<file path="src/hw/cmbf_defs.vh">
// cmbf_defs.vh - constants of the message buffer control flag block
// assumes: included by bare name from hw/ design files
`ifndef CMBF_DEFS_VH
`define CMBF_DEFS_VH
// apb word addresses
`define CMBF_ADDR_CTRL_WR   12'h000
`define CMBF_ADDR_CTRL_RD   12'h004
`define CMBF_ADDR_MODE      12'h008
`define CMBF_ADDR_IRQ_STAT  12'h00c
`define CMBF_ADDR_IRQ_CLR   12'h010
`define CMBF_ADDR_IRQ_EN    12'h014
`define CMBF_ADDR_PAYLOAD   12'h018
// write command bits (clear in low byte, set in high byte)
`define CMBF_CLR_RDY        0
`define CMBF_CLR_TRQ        1
`define CMBF_CLR_DN         2
`define CMBF_CLR_IE         3
`define CMBF_CLR_MOW        4
`define CMBF_SET_RDY        8
`define CMBF_SET_TRQ        9
`define CMBF_SET_DN         10
`define CMBF_SET_IE         11
// read flag positions
`define CMBF_F_RDY          0
`define CMBF_F_TRQ          1
`define CMBF_F_DN           2
`define CMBF_F_IE           3
`define CMBF_F_MOW          4
// mode register fields
`define CMBF_MODE_TYPE_LSB  0
`define CMBF_MODE_TYPE_MSB  2
`define CMBF_MODE_LISTEN    3
// interrupt status bits
`define CMBF_IRQ_TX         0
`define CMBF_IRQ_RX         1
`define CMBF_IRQ_LRX        2
`define CMBF_IRQ_W          3
// buffer types
`define CMBF_TYPE_TX        3'h0
`define CMBF_TYPE_RX_LO     3'h1
`define CMBF_TYPE_RX_HI     3'h5
// listening channel buffer range
`define CMBF_LISTEN_LO      6'h20
`define CMBF_LISTEN_HI      6'h2f
// reset values
`define CMBF_RST_FLAGS      5'h00
`define CMBF_RST_MODE       4'h1
`endif

</file>
<file path="src/hw/cmbf_sync.v">
// cmbf_sync.v - two flop synchroniser for one level
// assumes: din comes from outside the pclk domain
`timescale 1ns/1ps
`default_nettype none
module cmbf_sync (
  input  wire pclk,
  input  wire presetn,
  input  wire din,
  output reg  dout
);
  reg meta_r;

  always @(posedge pclk or negedge presetn) begin
    if (!presetn) begin
      meta_r <= 1'b0;
      dout   <= 1'b0;
    end else begin
      meta_r <= din;
      dout   <= meta_r;
    end
  end
endmodule // cmbf_sync
`default_nettype wire

</file>
<file path="src/hw/cmbf_irq.v">
// cmbf_irq.v - sticky interrupt status, enable mask and level output
// assumes: set pulses and clear writes on pclk; set wins over clear
`timescale 1ns/1ps
`default_nettype none
module cmbf_irq #(
  parameter W = 3
) (
  input  wire         pclk,
  input  wire         presetn,
  input  wire [W-1:0] set_pls,
  input  wire [W-1:0] clr_pls,
  input  wire [W-1:0] wr_en_val,
  input  wire         wr_en,
  output reg  [W-1:0] status,
  output reg  [W-1:0] enable,
  output reg          irq
);
  genvar i;
  generate
    for (i = 0; i < W; i = i + 1) begin : g_bit
      always @(posedge pclk or negedge presetn) begin
        if (!presetn) begin
          status[i] <= 1'b0;
        end else if (set_pls[i]) begin
          status[i] <= 1'b1;
        end else if (clr_pls[i]) begin
          status[i] <= 1'b0;
        end
      end
    end
  endgenerate

  always @(posedge pclk or negedge presetn) begin
    if (!presetn) begin
      enable <= {W{1'b0}};
      irq    <= 1'b0;
    end else begin
      if (wr_en) begin
        enable <= wr_en_val;
      end
      irq <= |((status | set_pls) & ~(clr_pls & ~set_pls) & (wr_en ? wr_en_val : enable));
    end
  end
endmodule // cmbf_irq
`default_nettype wire

</file>
<file path="src/hw/cmbf_top.v">
// cmbf_top.v - control flags of one can message buffer behind apb
// assumes: engine event inputs are one-cycle pulses on pclk; mode pins asynchronous
// How it works
// - ie=1, type 000: successful transmit raises transmit-done status event
// - ie=1: data frame into type 001-101, or remote into 000, raises receive event
// - listen mode, ie=1, buffers 32-47: reception sets listener receive status
// - storing a data frame over unread contents sets overwrite flag
// - remote frame into transmit buffer with data-new set leaves overwrite unchanged
// - listen mode: overwrite clear ignored while listener receives into buffer
// - ready=1: host writes ignored except ready, request, data-new, overwrite flags, irq clear and irq enable
//
// The APB register port and the address map were left to the implementer.
`timescale 1ns/1ps
`default_nettype none
`include "cmbf_defs.vh"
module cmbf_top #(
  parameter [5:0] BUF_INDEX = 6'h20
) (
  input  wire        pclk,
  input  wire        presetn,
  input  wire        psel,
  input  wire        penable,
  input  wire        pwrite,
  input  wire [11:0] paddr,
  input  wire [31:0] pwdata,
  output reg  [31:0] prdata,
  output wire        pready,
  output wire        pslverr,
  input  wire        tx_done_pulse,
  input  wire        tx_is_remote,
  input  wire        tx_active,
  input  wire        rx_store_pulse,
  input  wire        rx_is_remote,
  input  wire        rx_from_listener,
  input  wire        listener_busy,
  input  wire        mirror_mode_pin,
  output wire        buffer_ready,
  output wire        transmit_request,
  output wire        data_new_flag,
  output wire        overwrite_flag,
  output wire        buffer_irq_enable,
  output wire [2:0]  buffer_type,
  output wire [31:0] payload,
  output wire        tx_done_status,
  output wire        rx_done_status,
  output wire        listener_irq_status,
  output wire        irq
);
  reg  [4:0]  flags_r;
  reg  [4:0]  flags_nxt;
  reg  [3:0]  mode_r;
  reg  [31:0] payload_r;
  wire        mode_sync;
  wire        listen_mode;
  wire        wr_acc;
  wire        rd_acc;
  wire        cmd_wr;
  wire        rdy;
  wire        type_tx;
  wire        type_rx;
  wire        in_range;
  wire        ev_tx;
  wire        ev_rx;
  wire        ev_lrx;
  wire [2:0]  irq_stat;
  wire [2:0]  irq_en;
  wire        clr_mow_ok;

  cmbf_sync u_sync (
    .pclk    (pclk),
    .presetn (presetn),
    .din     (mirror_mode_pin),
    .dout    (mode_sync)
  );

  assign pready  = 1'b1;
  assign wr_acc  = psel & penable & pwrite;
  assign rd_acc  = psel & penable & ~pwrite;
  assign cmd_wr  = wr_acc & (paddr == `CMBF_ADDR_CTRL_WR);
  assign pslverr = psel & penable & ~(paddr == `CMBF_ADDR_CTRL_WR ||
                   paddr == `CMBF_ADDR_CTRL_RD || paddr == `CMBF_ADDR_MODE ||
                   paddr == `CMBF_ADDR_IRQ_STAT || paddr == `CMBF_ADDR_IRQ_CLR ||
                   paddr == `CMBF_ADDR_IRQ_EN || paddr == `CMBF_ADDR_PAYLOAD);

  assign rdy         = flags_r[`CMBF_F_RDY];
  assign listen_mode = mode_r[`CMBF_MODE_LISTEN] | mode_sync;
  assign buffer_type = mode_r[`CMBF_MODE_TYPE_MSB:`CMBF_MODE_TYPE_LSB];
  assign type_tx     = (buffer_type == `CMBF_TYPE_TX);
  assign type_rx     = (buffer_type >= `CMBF_TYPE_RX_LO) && (buffer_type <= `CMBF_TYPE_RX_HI);
  assign in_range    = (BUF_INDEX >= `CMBF_LISTEN_LO) && (BUF_INDEX <= `CMBF_LISTEN_HI);

  // interrupt events gated by the buffer enable
  assign ev_tx  = tx_done_pulse & flags_r[`CMBF_F_IE] & type_tx;
  assign ev_rx  = rx_store_pulse & ~rx_from_listener & flags_r[`CMBF_F_IE] &
                  ((type_rx & ~rx_is_remote) | (type_tx & rx_is_remote));
  assign ev_lrx = rx_store_pulse & rx_from_listener & listen_mode & in_range &
                  flags_r[`CMBF_F_IE];

  // overwrite clear blocked while listener is filling the buffer
  assign clr_mow_ok = ~(listen_mode & listener_busy);

  always @* begin
    flags_nxt = flags_r;
    if (cmd_wr) begin
      // each command bit only moves its own flag
      if (pwdata[`CMBF_CLR_RDY] & ~tx_active) flags_nxt[`CMBF_F_RDY] = 1'b0;
      if (pwdata[`CMBF_SET_RDY]) flags_nxt[`CMBF_F_RDY] = 1'b1;
      if (pwdata[`CMBF_CLR_TRQ]) flags_nxt[`CMBF_F_TRQ] = 1'b0;
      if (pwdata[`CMBF_SET_TRQ]) flags_nxt[`CMBF_F_TRQ] = 1'b1;
      if (pwdata[`CMBF_CLR_DN]) flags_nxt[`CMBF_F_DN] = 1'b0;
      if (pwdata[`CMBF_SET_DN]) flags_nxt[`CMBF_F_DN] = 1'b1;
      if (pwdata[`CMBF_CLR_MOW] & clr_mow_ok) flags_nxt[`CMBF_F_MOW] = 1'b0;
      // ie is part of buffer setup, frozen while ready
      if (!rdy) begin
        if (pwdata[`CMBF_CLR_IE]) flags_nxt[`CMBF_F_IE] = 1'b0;
        if (pwdata[`CMBF_SET_IE]) flags_nxt[`CMBF_F_IE] = 1'b1;
      end
    end
    // engine updates win over host commands
    if (tx_done_pulse) flags_nxt[`CMBF_F_TRQ] = 1'b0;
    if (rx_store_pulse) begin
      if (!(rx_is_remote & type_tx) & flags_r[`CMBF_F_DN] & ~rx_is_remote)
        flags_nxt[`CMBF_F_MOW] = 1'b1;
      flags_nxt[`CMBF_F_DN] = 1'b1;
      if (rx_is_remote & type_tx) flags_nxt[`CMBF_F_TRQ] = 1'b1;
    end
  end

  always @(posedge pclk or negedge presetn) begin
    if (!presetn) begin
      flags_r   <= `CMBF_RST_FLAGS;
      mode_r    <= `CMBF_RST_MODE;
      payload_r <= 32'h0000_0000;
    end else begin
      flags_r <= flags_nxt;
      if (wr_acc && !rdy) begin
        if (paddr == `CMBF_ADDR_MODE) mode_r <= pwdata[3:0];
        if (paddr == `CMBF_ADDR_PAYLOAD) payload_r <= pwdata;
      end
    end
  end

  cmbf_irq #(
    .W (3)
  ) u_irq (
    .pclk      (pclk),
    .presetn   (presetn),
    .set_pls   ({ev_lrx, ev_rx, ev_tx}),
    .clr_pls   ((wr_acc && paddr == `CMBF_ADDR_IRQ_CLR) ? pwdata[2:0] : 3'h0),
    .wr_en_val (pwdata[2:0]),
    .wr_en     (wr_acc && paddr == `CMBF_ADDR_IRQ_EN),
    .status    (irq_stat),
    .enable    (irq_en),
    .irq       (irq)
  );

  assign tx_done_status      = irq_stat[`CMBF_IRQ_TX];
  assign rx_done_status      = irq_stat[`CMBF_IRQ_RX];
  assign listener_irq_status = irq_stat[`CMBF_IRQ_LRX];

  always @(posedge pclk or negedge presetn) begin
    if (!presetn) begin
      prdata <= 32'h0000_0000;
    end else if (psel && !penable && !pwrite) begin
      case (paddr)
        `CMBF_ADDR_CTRL_RD:  prdata <= {27'h0, flags_r};
        `CMBF_ADDR_MODE:     prdata <= {28'h0, mode_r};
        `CMBF_ADDR_IRQ_STAT: prdata <= {29'h0, irq_stat};
        `CMBF_ADDR_IRQ_EN:   prdata <= {29'h0, irq_en};
        `CMBF_ADDR_PAYLOAD:  prdata <= payload_r;
        default:             prdata <= 32'h0000_0000;
      endcase
    end
  end

  assign buffer_ready      = flags_r[`CMBF_F_RDY];
  assign transmit_request  = flags_r[`CMBF_F_TRQ];
  assign data_new_flag     = flags_r[`CMBF_F_DN];
  assign overwrite_flag    = flags_r[`CMBF_F_MOW];
  assign buffer_irq_enable = flags_r[`CMBF_F_IE];
  assign payload           = payload_r;
  // frame kind of a finished transmission does not change the flag handling
  wire unused_ok = rd_acc | tx_is_remote;
endmodule // cmbf_top
`default_nettype wire

</file>
<file path="config.mk">
export PLATFORM = sky130hd
export DESIGN_NAME = cmbf_top
export DESIGN_NICKNAME = d
export VERILOG_FILES = /design/src/hw/cmbf_sync.v /design/src/hw/cmbf_irq.v /design/src/hw/cmbf_top.v
export VERILOG_INCLUDE_DIRS = /design/src /design/src/hw
export SDC_FILE = /design/constraint.sdc
export NUM_CORES = 1
export LEC_CHECK = 0
export BUFFER_PORTS_ARGS = -buffer_cell sky130_fd_sc_hd__buf_2
export CAP_MARGIN = 20
export CORE_ASPECT_RATIO = 1.25
export CORE_MARGIN = 2
export CORE_UTILIZATION = 50
export CTS_CLUSTER_DIAMETER = 40
export CTS_CLUSTER_SIZE = 25
export DETAILED_ROUTE_END_ITERATION = 8
export MAX_ROUTING_LAYER = met4
export PLACE_DENSITY = 0.82
export SYNTH_ARGS = -nofsm -noshare
export SYNTH_HDL_FRONTEND = slang
export SYNTH_SLANG_ARGS = --single-unit
</file>
<file path="constraint.sdc">
create_clock -name pclk -period 3.6 [get_ports pclk]
set_input_delay 0 -clock pclk [delete_from_list [all_inputs] [get_ports pclk]]
set_output_delay 0 -clock pclk [all_outputs]
set_load 0.02 [all_outputs]
</file>
==> impl_metrics.toml, run 1 <==
[outcome]
outcome = "complete, no violations"

[placement]
port_buffers = 132
place_congestion = 0.969
dp.cells = 465
place_area_um2 = 4130
dp_hpwl_mm = 5.79

[worst_setup_path]
path_cells = "nor3b_1 > nor2b_4 > mux2_2"
crit_arrival_ns = 2.29
slowest_delay_ns = 0.85
crit_type = "reg2reg"
cp.required_ns = 3.83
slowest_stage = "nor2b_4"
cp_max_fo = 32
worstSetupStartpointType = "flip-flop"
end_kind = "flip-flop"

[clocking]
cts-root-buf = "clkbuf_8"
h-tree-depth = 3
cts_buffers = 9
cts_tree = "built"
cts_buffer_depth = 2
cts.clk_slew.worst_paths_ns = 0.08
cts_sinks = 82
clock_latency_ns = 0.34

[routing]
wl_per_cell_um = 17.0
drt_iter0_drc = 139
route.detailed.drc = 0
viasPerCell = 5.46
wl_mm = 8.89
drt_pass1_iterations = 4
ant_nets = 0
num_vias = 2853

[synthesis]
ys_ff_latch = 82
synth_ff_type = "dfrtp_1"
syn_area_um2 = 3450
async_flop_share_pct = 100
synth_nets = 320
ys_seq_area_share_pct = 59.5
yosys_warnings = 0
synth_edf_count = 0
synth.distinct_cells = 47
synthCells = 263
syn_avg_cell_area_um2 = 13.1

[global_route]
grt_pass1_vias = 2955
gr-total-overflow = 0
grt_start_max_net_pins = 83
grt_first_pass_wirelength_mm = 14.2
grt_usage_pct = 24.6
antenna_found_initial = 0

[power]
p_per_area_nw_per_um2 = 347
total_power_w = 0.00165
p_leak_nw = 2.51
vdd_drop_max_v = 0.000413

[final_layout]
area_growth_pct = 37.4
num_antenna_cells = 0
layout_commonest_cell = "buf_2"
instances_no_fill = 523
multi_input_area_um2 = 1280
seqCellArea_um2 = 2050
final_cell_mix = "buf_2 (131), dfrtp_1 (81), dlygate4sd3_1 (41), mux2_2 (33), a22o_1 (27)"
fin_area_um2 = 4740
num-nets-final = 488
fillers = 447
drive_gt1_share_pct = 44.0

[job]
cap_violations = 0

[floorplanning]
io_pins = 135
die-area_um2 = 7580
die_y_um = 96.9
core_um2 = 6610
initial_core_util_pct = 52.2
die_w_um = 78.3
rows = 33

[timing]
slew_headroom_pct = 30.7
finalHoldViolCount = 0
max_freq_mhz = 486
setup_viol = 0
min_period_ns = 2.06
tns_ns = 0
holdWs_ns = 0.0544
finalClockSkew_ns = 0.0123
post-route-period-util_pct = 57.1
rsz0062_at_grt = "no"
max_slew.worst_pin.slew_ns = 1.04
drv_slew = 0

[hold_path]
hold_path_class = "in2reg"
==> state kept, by name (all words and copies together), names as in the netlist <==
register / flops
u_sync.meta_r: 1
mode_r: 4
u_irq.status: 3
u_irq.enable: 3
prdata: 32
flags_r: 5
payload: 32
u_irq.irq: 1
u_sync.dout: 1
==> layout make-up <==
cell class	count	share of cell area, %
Clock buffer	12	3.06
Tap cell	87	2.30
Timing Repair Buffer	175	23.4
Clock inverter	4	0.581
Multi-Input combinational cell	158	27.0
Inverter	5	0.396
Sequential cell	82	43.3
==> worst paths after layout <==
| kind | start | end | slack, ns | cells after the start |
|---|---|---|---|---|
| max | flags_r[0] | payload[15] | 1.54 | 3 |
| min | listener_busy | flags_r[4] | 0.05 | 4 |
| max reg2reg | flags_r[0] | payload[15] | 1.54 | 3 |
| min reg2reg | u_sync.meta_r | u_sync.dout | 0.36 | 0 |
| max in group asynchronous | presetn | mode_r[0] | 2.48 | 4 |
| min in group asynchronous | presetn | mode_r[1] | 0.54 | 3 |
==> cell families (layout without fill, tap and decap cells) <==
kind of cell / Yosys count / in the layout / share of synthesized area, %
simple gates: 50 / 50 / 8.45
other cells: 1 / 1 / 0.109
mux: 44 / 44 / 14.4
buf+inv: 23 / 196 / 3.63
compound gates: 63 / 63 / 13.8
flops: 82 / 82 / 59.5
==> cell usage after synthesis, types with 3 or more instances <==
library cell / count / share of area (%)
a22o_1: 27 / 6.9
mux2_2: 33 / 11
inv_1: 5 / 0.54
dfrtp_1: 81 / 59
mux2_4: 3 / 1.3
a31oi_1: 3 / 0.54
o31ai_1: 3 / 0.65
clkbuf_1: 3 / 0.33
nand3_1: 4 / 0.58
nand2_1: 16 / 1.7
o21ai_1: 3 / 0.44
buf_2: 3 / 0.44
nand4_1: 4 / 0.73
buf_4: 9 / 2.0
o22a_1: 3 / 0.76
o21ai_0: 7 / 1.0
nor2_1: 9 / 0.98
nor3b_1: 3 / 0.65
mux2i_1: 7 / 2.0
a21oi_1: 7 / 1.0
==> power by group <==
group / internal [W] / switching [W] / total [W]
sequential: 0.000923 / 0.00000128 / 0.000924
clock: 0.000269 / 0.000322 / 0.000591
combinational: 0.0000654 / 0.0000662 / 0.000132
==> stage by stage <==
| step | setup WS, ns | util, % |
|---|---|---|
| 6_report | 1.54 | 71.7 |
| 3_3_place_gp | 1.44 | 62.5 |
| 5_1_grt | 1.39 | 71.7 |
| 2_1_floorplan | 2.03 | - |
| 3_5_place_dp | 1.34 | 62.5 |
| 4_1_cts | 1.52 | 71.2 |
==> timing repair <==
action	CTS	global route
hold endpoints to repair	127	5
buffers inserted	0	0
resized for setup	0	0
hold buffers	40	1
==> routing by layer <==
metal / vias to the layer above / track usage, % / wire length [µm]
li1: 1299 / - / -
met1: 1391 / 30.9 / 3680
met2: 143 / 39.5 / 4410
met3: 20 / 4.85 / 618
met4: 0 / 9.04 / 186
met5: - / - / 0
==> worst max-delay path, delay by kind of cell (launching register included) <==
kind | cells | cell delay (ns)
mux | 1 | 0.43
flops | 1 | 0.42
simple gates | 2 | 1.09
(Power assumes the default switching activity.)
==> run 2: changes to the inputs <==
--- a/config.mk
+++ b/config.mk
@@ -10,12 +10,12 @@
 export CAP_MARGIN = 20
 export CORE_ASPECT_RATIO = 1.25
 export CORE_MARGIN = 2
-export CORE_UTILIZATION = 50
+export CORE_UTILIZATION = 48
 export CTS_CLUSTER_DIAMETER = 40
 export CTS_CLUSTER_SIZE = 25
 export DETAILED_ROUTE_END_ITERATION = 8
 export MAX_ROUTING_LAYER = met4
-export PLACE_DENSITY = 0.82
+export PLACE_DENSITY = 0.79
 export SYNTH_ARGS = -nofsm -noshare
 export SYNTH_HDL_FRONTEND = slang
 export SYNTH_SLANG_ARGS = --single-unit
==> constraint.sdc (replaced) <==
create_clock -name pclk -period 2 [get_ports pclk]
set_input_delay 0 -clock pclk [delete_from_list [all_inputs] [get_ports pclk]]
set_output_delay 0 -clock pclk [all_outputs]
set_load 0.02 [all_outputs]
==> impl_metrics.toml, run 2 (synthesis results as in run 1) <==
[floorplanning]
core_um2 = 6980
rows = 34
die-area_um2 = 7880
die_y_um = 98.8
initial_core_util_pct = 49.4
io_pins = 135
die_w_um = 79.8

[final_layout]
num_antenna_cells = 0
area_growth_pct = 39.3
final_cell_mix = "buf_2 (131), dfrtp_1 (81), dlygate4sd3_1 (40), mux2_2 (33), a22o_1 (27)"
seqCellArea_um2 = 2050
final_util_pct = 68.9
fin_area_um2 = 4800
fillers = 511
num-nets-final = 491
drive_gt1_share_pct = 44.9
layout_commonest_cell = "buf_2"
multi_input_area_um2 = 1290

[clocking]
cts_sinks = 82
cts_buffers = 9
h-tree-depth = 3
postCtsSetupBuffers = 0
cts-root-buf = "clkbuf_8"
cts.clk_slew.worst_paths_ns = 0.08
cts_buffer_depth = 2
clock_latency_ns = 0.34
cts_tree = "built"

[routing]
route.detailed.drc = 0
wl_per_cell_um = 17.0
drt_pass1_iterations = 4
wl_mm = 8.99
viasPerCell = 5.58
ant_nets = 0
drt_iter0_drc = 116
num_vias = 2952

[global_route]
grt_pass1_vias = 2974
grt_start_max_net_pins = 47
grt_usage_pct = 24.3
gr-total-overflow = 0
antenna_found_initial = 0
grt_first_pass_wirelength_mm = 14.2

[timing]
finalHoldViolCount = 0
setup_viol = 0
slew_headroom_pct = 58.7
tns_ns = 0
max_slew.worst_pin.slew_ns = 0.620
rsz0062_at_grt = "no"
max_freq_mhz = 530
post-route-period-util_pct = 94.3
drv_slew = 0
min_period_ns = 1.89
finalClockSkew_ns = 0.00929

[worst_setup_path]
end_kind = "flip-flop"
worstSetupStartpointType = "flip-flop"
cp_max_fo = 6
cp.required_ns = 2.28
crit_type = "reg2reg"
crit_arrival_ns = 2.16

[placement]
place_area_um2 = 4200
port_buffers = 132
place_congestion = 0.968
dp_hpwl_mm = 6.01

[outcome]
outcome = "complete, no violations"

[hold_path]
hold_path_class = "in2reg"

[job]
cap_violations = 0

[power]
p_per_area_nw_per_um2 = 645
p_leak_nw = 2.55
vdd_drop_max_v = 0.000449
-- run 2: per-stage QoR --
stage / power (W) / cells / worst slack [ns] / hold slack, ns
after floorplan: 0.00175 / 263 / 0.431 / -0.296
after global placement: 0.00187 / 473 / 0.303 / 0.0395
after detailed placement: 0.00187 / 473 / 0.282 / 0.0584
after CTS: 0.00313 / 529 / 0.120 / 0.0315
after global routing: 0.00322 / 529 / 0.0721 / 0.0493
final: 0.00310 / 529 / 0.114 / 0.0541
-- run 2: cell type report --
| type | instances | share of cell area, % |
|---|---|---|
| sequential | 82 | 42.7 |
| clock inverter | 3 | 0.833 |
| tap | 90 | 2.34 |
| clock buffer | 13 | 3.31 |
| timing repair buffer | 178 | 23.6 |
| inverter | 5 | 0.391 |
| multi-input combinational | 158 | 26.8 |
-- run 2: worst max-delay path, stage by stage, from the launching register on --
cell	delay (ns)
dfstp_2	0.59
nor2_1	0.06
o32a_1	0.30
o31ai_2	0.26
dlygate4sd3_1	0.61
-- run 2: report_power, final --
group	total, W	internal (W)	leakage [nW]	switching, W
sequential	0.00166	0.00166	1.10	0.00000298
clock	0.00120	0.000643	0.103	0.000555
combinational	0.000238	0.000116	1.35	0.000122
-- run 2: what timing repair did --
item,4_1_cts,5_1_grt
hold buffers,40,0
setup endpoints to repair,0,2
hold endpoints to repair,90,0
resized for setup,0,2
-- run 2: final timing paths --
| path | startpoint | to | slack, ns | cells after the start |
|---|---|---|---|---|
| min reg2reg | u_sync.meta_r | u_sync.dout | 0.35 | 0 |
| min | listener_busy | flags_r[4] | 0.05 | 4 |
| max in group asynchronous | presetn | payload[11] | 1.16 | 3 |
| min in group asynchronous | presetn | mode_r[1] | 0.22 | 2 |
| max reg2reg | mode_r[0] | u_irq.status[1] | 0.11 | 4 |
| max | mode_r[0] | u_irq.status[1] | 0.11 | 4 |
-- run 2: metal layers --
metal	GRT usage, %	vias to the layer above	share of wire (%)
li1	-	1311	-
met1	30.4	1453	41
met2	38.1	156	49
met3	5.31	32	7.1
met4	10.2	0	2.9
met5	-	-	0
==> run 3: changes to the inputs <==
--- a/config.mk
+++ b/config.mk
@@ -6,15 +6,15 @@
 export SDC_FILE = /design/constraint.sdc
 export NUM_CORES = 1
 export LEC_CHECK = 0
-export BUFFER_PORTS_ARGS = -buffer_cell sky130_fd_sc_hd__buf_2
+export BUFFER_PORTS_ARGS = -buffer_cell sky130_fd_sc_hd__buf_4
 export CAP_MARGIN = 20
 export CORE_ASPECT_RATIO = 1.25
 export CORE_MARGIN = 2
 export CORE_UTILIZATION = 48
+export CTS_BUF_LIST = sky130_fd_sc_hd__clkbuf_16
 export CTS_CLUSTER_DIAMETER = 40
 export CTS_CLUSTER_SIZE = 25
 export DETAILED_ROUTE_END_ITERATION = 8
-export MAX_ROUTING_LAYER = met4
 export PLACE_DENSITY = 0.79
 export SYNTH_ARGS = -nofsm -noshare
 export SYNTH_HDL_FRONTEND = slang
==> impl_metrics.toml, run 3 (synthesis results as in run 1) <==
[floorplanning]
rows = 34
die_w_um = 79.8
initial_core_util_pct = 49.4
core_um2 = 6980
io_pins = 135
die_y_um = 98.8
die-area_um2 = 7880

[global_route]
grt_first_pass_wirelength_mm = 14.8
grt_pass1_vias = 3032
antenna_found_initial = 0
gr-total-overflow = 0
grt_usage_pct = 24.5
grt_start_max_net_pins = 38

[power]
p_seq_share_pct = 45.7
internal-power_w = 0.00289
power.switching_w = 0.000754
comb_power_share_pct = 7.5
swShare_pct = 20.7
p_clk_share_pct = 46.8
vdd_drop_max_v = 0.000516
total_power_w = 0.00365
p_per_area_nw_per_um2 = 695
p_leak_nw = 2.66

[clocking]
cts_tree = "built"
cts_buffers = 9
cts.clk_slew.worst_paths_ns = 0.06
cts_buffer_depth = 2
cts_sinks = 82
h-tree-depth = 3
cts-root-buf = "clkbuf_16"
clock_latency_ns = 0.33
postCtsSetupBuffers = 0

[final_layout]
seqCellArea_um2 = 2050
drive_gt1_share_pct = 44.8
area_growth_pct = 52.3
num-nets-final = 492
multi_input_area_um2 = 1290
final_cell_mix = "buf_4 (137), dfrtp_1 (81), dlygate4sd3_1 (40), mux2_2 (33), a22o_1 (27)"
layout_commonest_cell = "buf_4"
fillers = 480
num_antenna_cells = 0

[timing]
drv_slew = 0
min_period_ns = 1.90
finalHoldViolCount = 0
tns_ns = 0
post-route-period-util_pct = 95.1
setup_viol = 0
finalClockSkew_ns = 0.00797
max_freq_mhz = 526
rsz0062_at_grt = "no"

[placement]
port_buffers = 132
place_congestion = 0.930
dp_hpwl_mm = 6.27

[worst_setup_path]
reg2regPathDepth = 4
slowest_stage = "dlygate4sd3_1"
worstSetupStartpointType = "input pin"
crit_type = "in2reg"
crit_buf_inv = 2
slowest_delay_ns = 0.55
rrSetupSlack_ns = 0.13
cp.required_ns = 2.21
critPathTopFamily = "simple AND/OR/NAND/NOR gates"
end_kind = "flip-flop"
cp.depth = 7
crit_arrival_ns = 2.11
path_cells = "buf_4 > nor4_4 > nand4_1 > nor2_4 > a21boi_0 > a211o_1 > dlygate4sd3_1"
cp_max_fo = 8

[routing]
viasPerCell = 5.43
route.met2.wl_mm = 4.82
wl_met3_um = 714
wl_met1_mm = 3.68
routed.top_layer = "met4"
ant_nets = 0
wl_mm = 9.47
drt_pass1_iterations = 4
num_vias = 2877
route.detailed.drc = 0
drt_iter0_drc = 112
wl_per_cell_um = 17.9

[outcome]
outcome = "complete, no violations"

[hold_path]
hold_path_class = "in2reg"
holdPathStages = 4

[job]
cap_violations = 0
-- run 3: routing by layer --
layer	GRT usage [%]	up-vias
met3	5.31	21
met5	0	-
met4	11.6	0
met2	42.1	150
li1	-	1304
met1	28.9	1402
-- run 3: power by group through the flow --
stage / combinational, W / sequential (W) / clock [W]
after floorplan: 0.0000538 / 0.00170 / 0
after global placement: 0.000203 / 0.00170 / 0
after detailed placement: 0.000208 / 0.00170 / 0
after CTS: 0.000268 / 0.00167 / 0.00173
after global routing: 0.000296 / 0.00167 / 0.00180
final: 0.000273 / 0.00167 / 0.00171
-- run 3: final cells by class --
type                            count  area share [%]
Sequential cell                    82            39.1
Timing Repair Buffer              179            28.0
Multi-Input combinational cell    158            24.5
Clock buffer                        9            4.29
Tap cell                           90            2.14
Clock inverter                      7            1.62
Inverter                            5           0.357
-- run 3: worst paths after layout --
check,end,start
hold / removal,flags_r[4],listener_busy
setup / recovery,flags_r[2],paddr[7]
hold reg to reg,u_sync.dout,u_sync.meta_r
min in group asynchronous,u_irq.status[1],presetn
max in group asynchronous,mode_r[0],presetn
setup reg to reg,u_irq.status[1],mode_r[0]
-- run 3: metrics by stage --
| step | instance area [µm²] | setup slack, ns | hold slack, ns | instances | util [%] |
|---|---|---|---|---|---|
| after floorplan | 3450 | 0.431 | -0.296 | 263 | - |
| after global placement | 4530 | 0.282 | -0.0195 | 474 | 64.9 |
| after detailed placement | 4530 | 0.243 | -0.0209 | 474 | 64.9 |
| after CTS | 5240 | 0.0654 | 0.0507 | 530 | 75.1 |
| after global routing | 5250 | 0.0148 | 0.111 | 530 | 75.3 |
| final | 5250 | 0.0983 | 0.0894 | 530 | 75.3 |
-- run 3: worst register-to-register path, delay by kind of cell (launching register included) --
| family | cells | cell delay, ns |
|---|---|---|
| flops | 1 | 0.59 |
| buf+inv | 1 | 0.60 |
| compound gates | 2 | 0.56 |
| simple gates | 1 | 0.06 |
-- run 3: repair_timing --
| item | 4_1_cts | 5_1_grt |
|---|---|---|
| hold buffers | 40 | 0 |
| gates resized for setup | 0 | 2 |
| setup endpoints to repair | 0 | 2 |
| hold endpoints to repair | 78 | 0 |
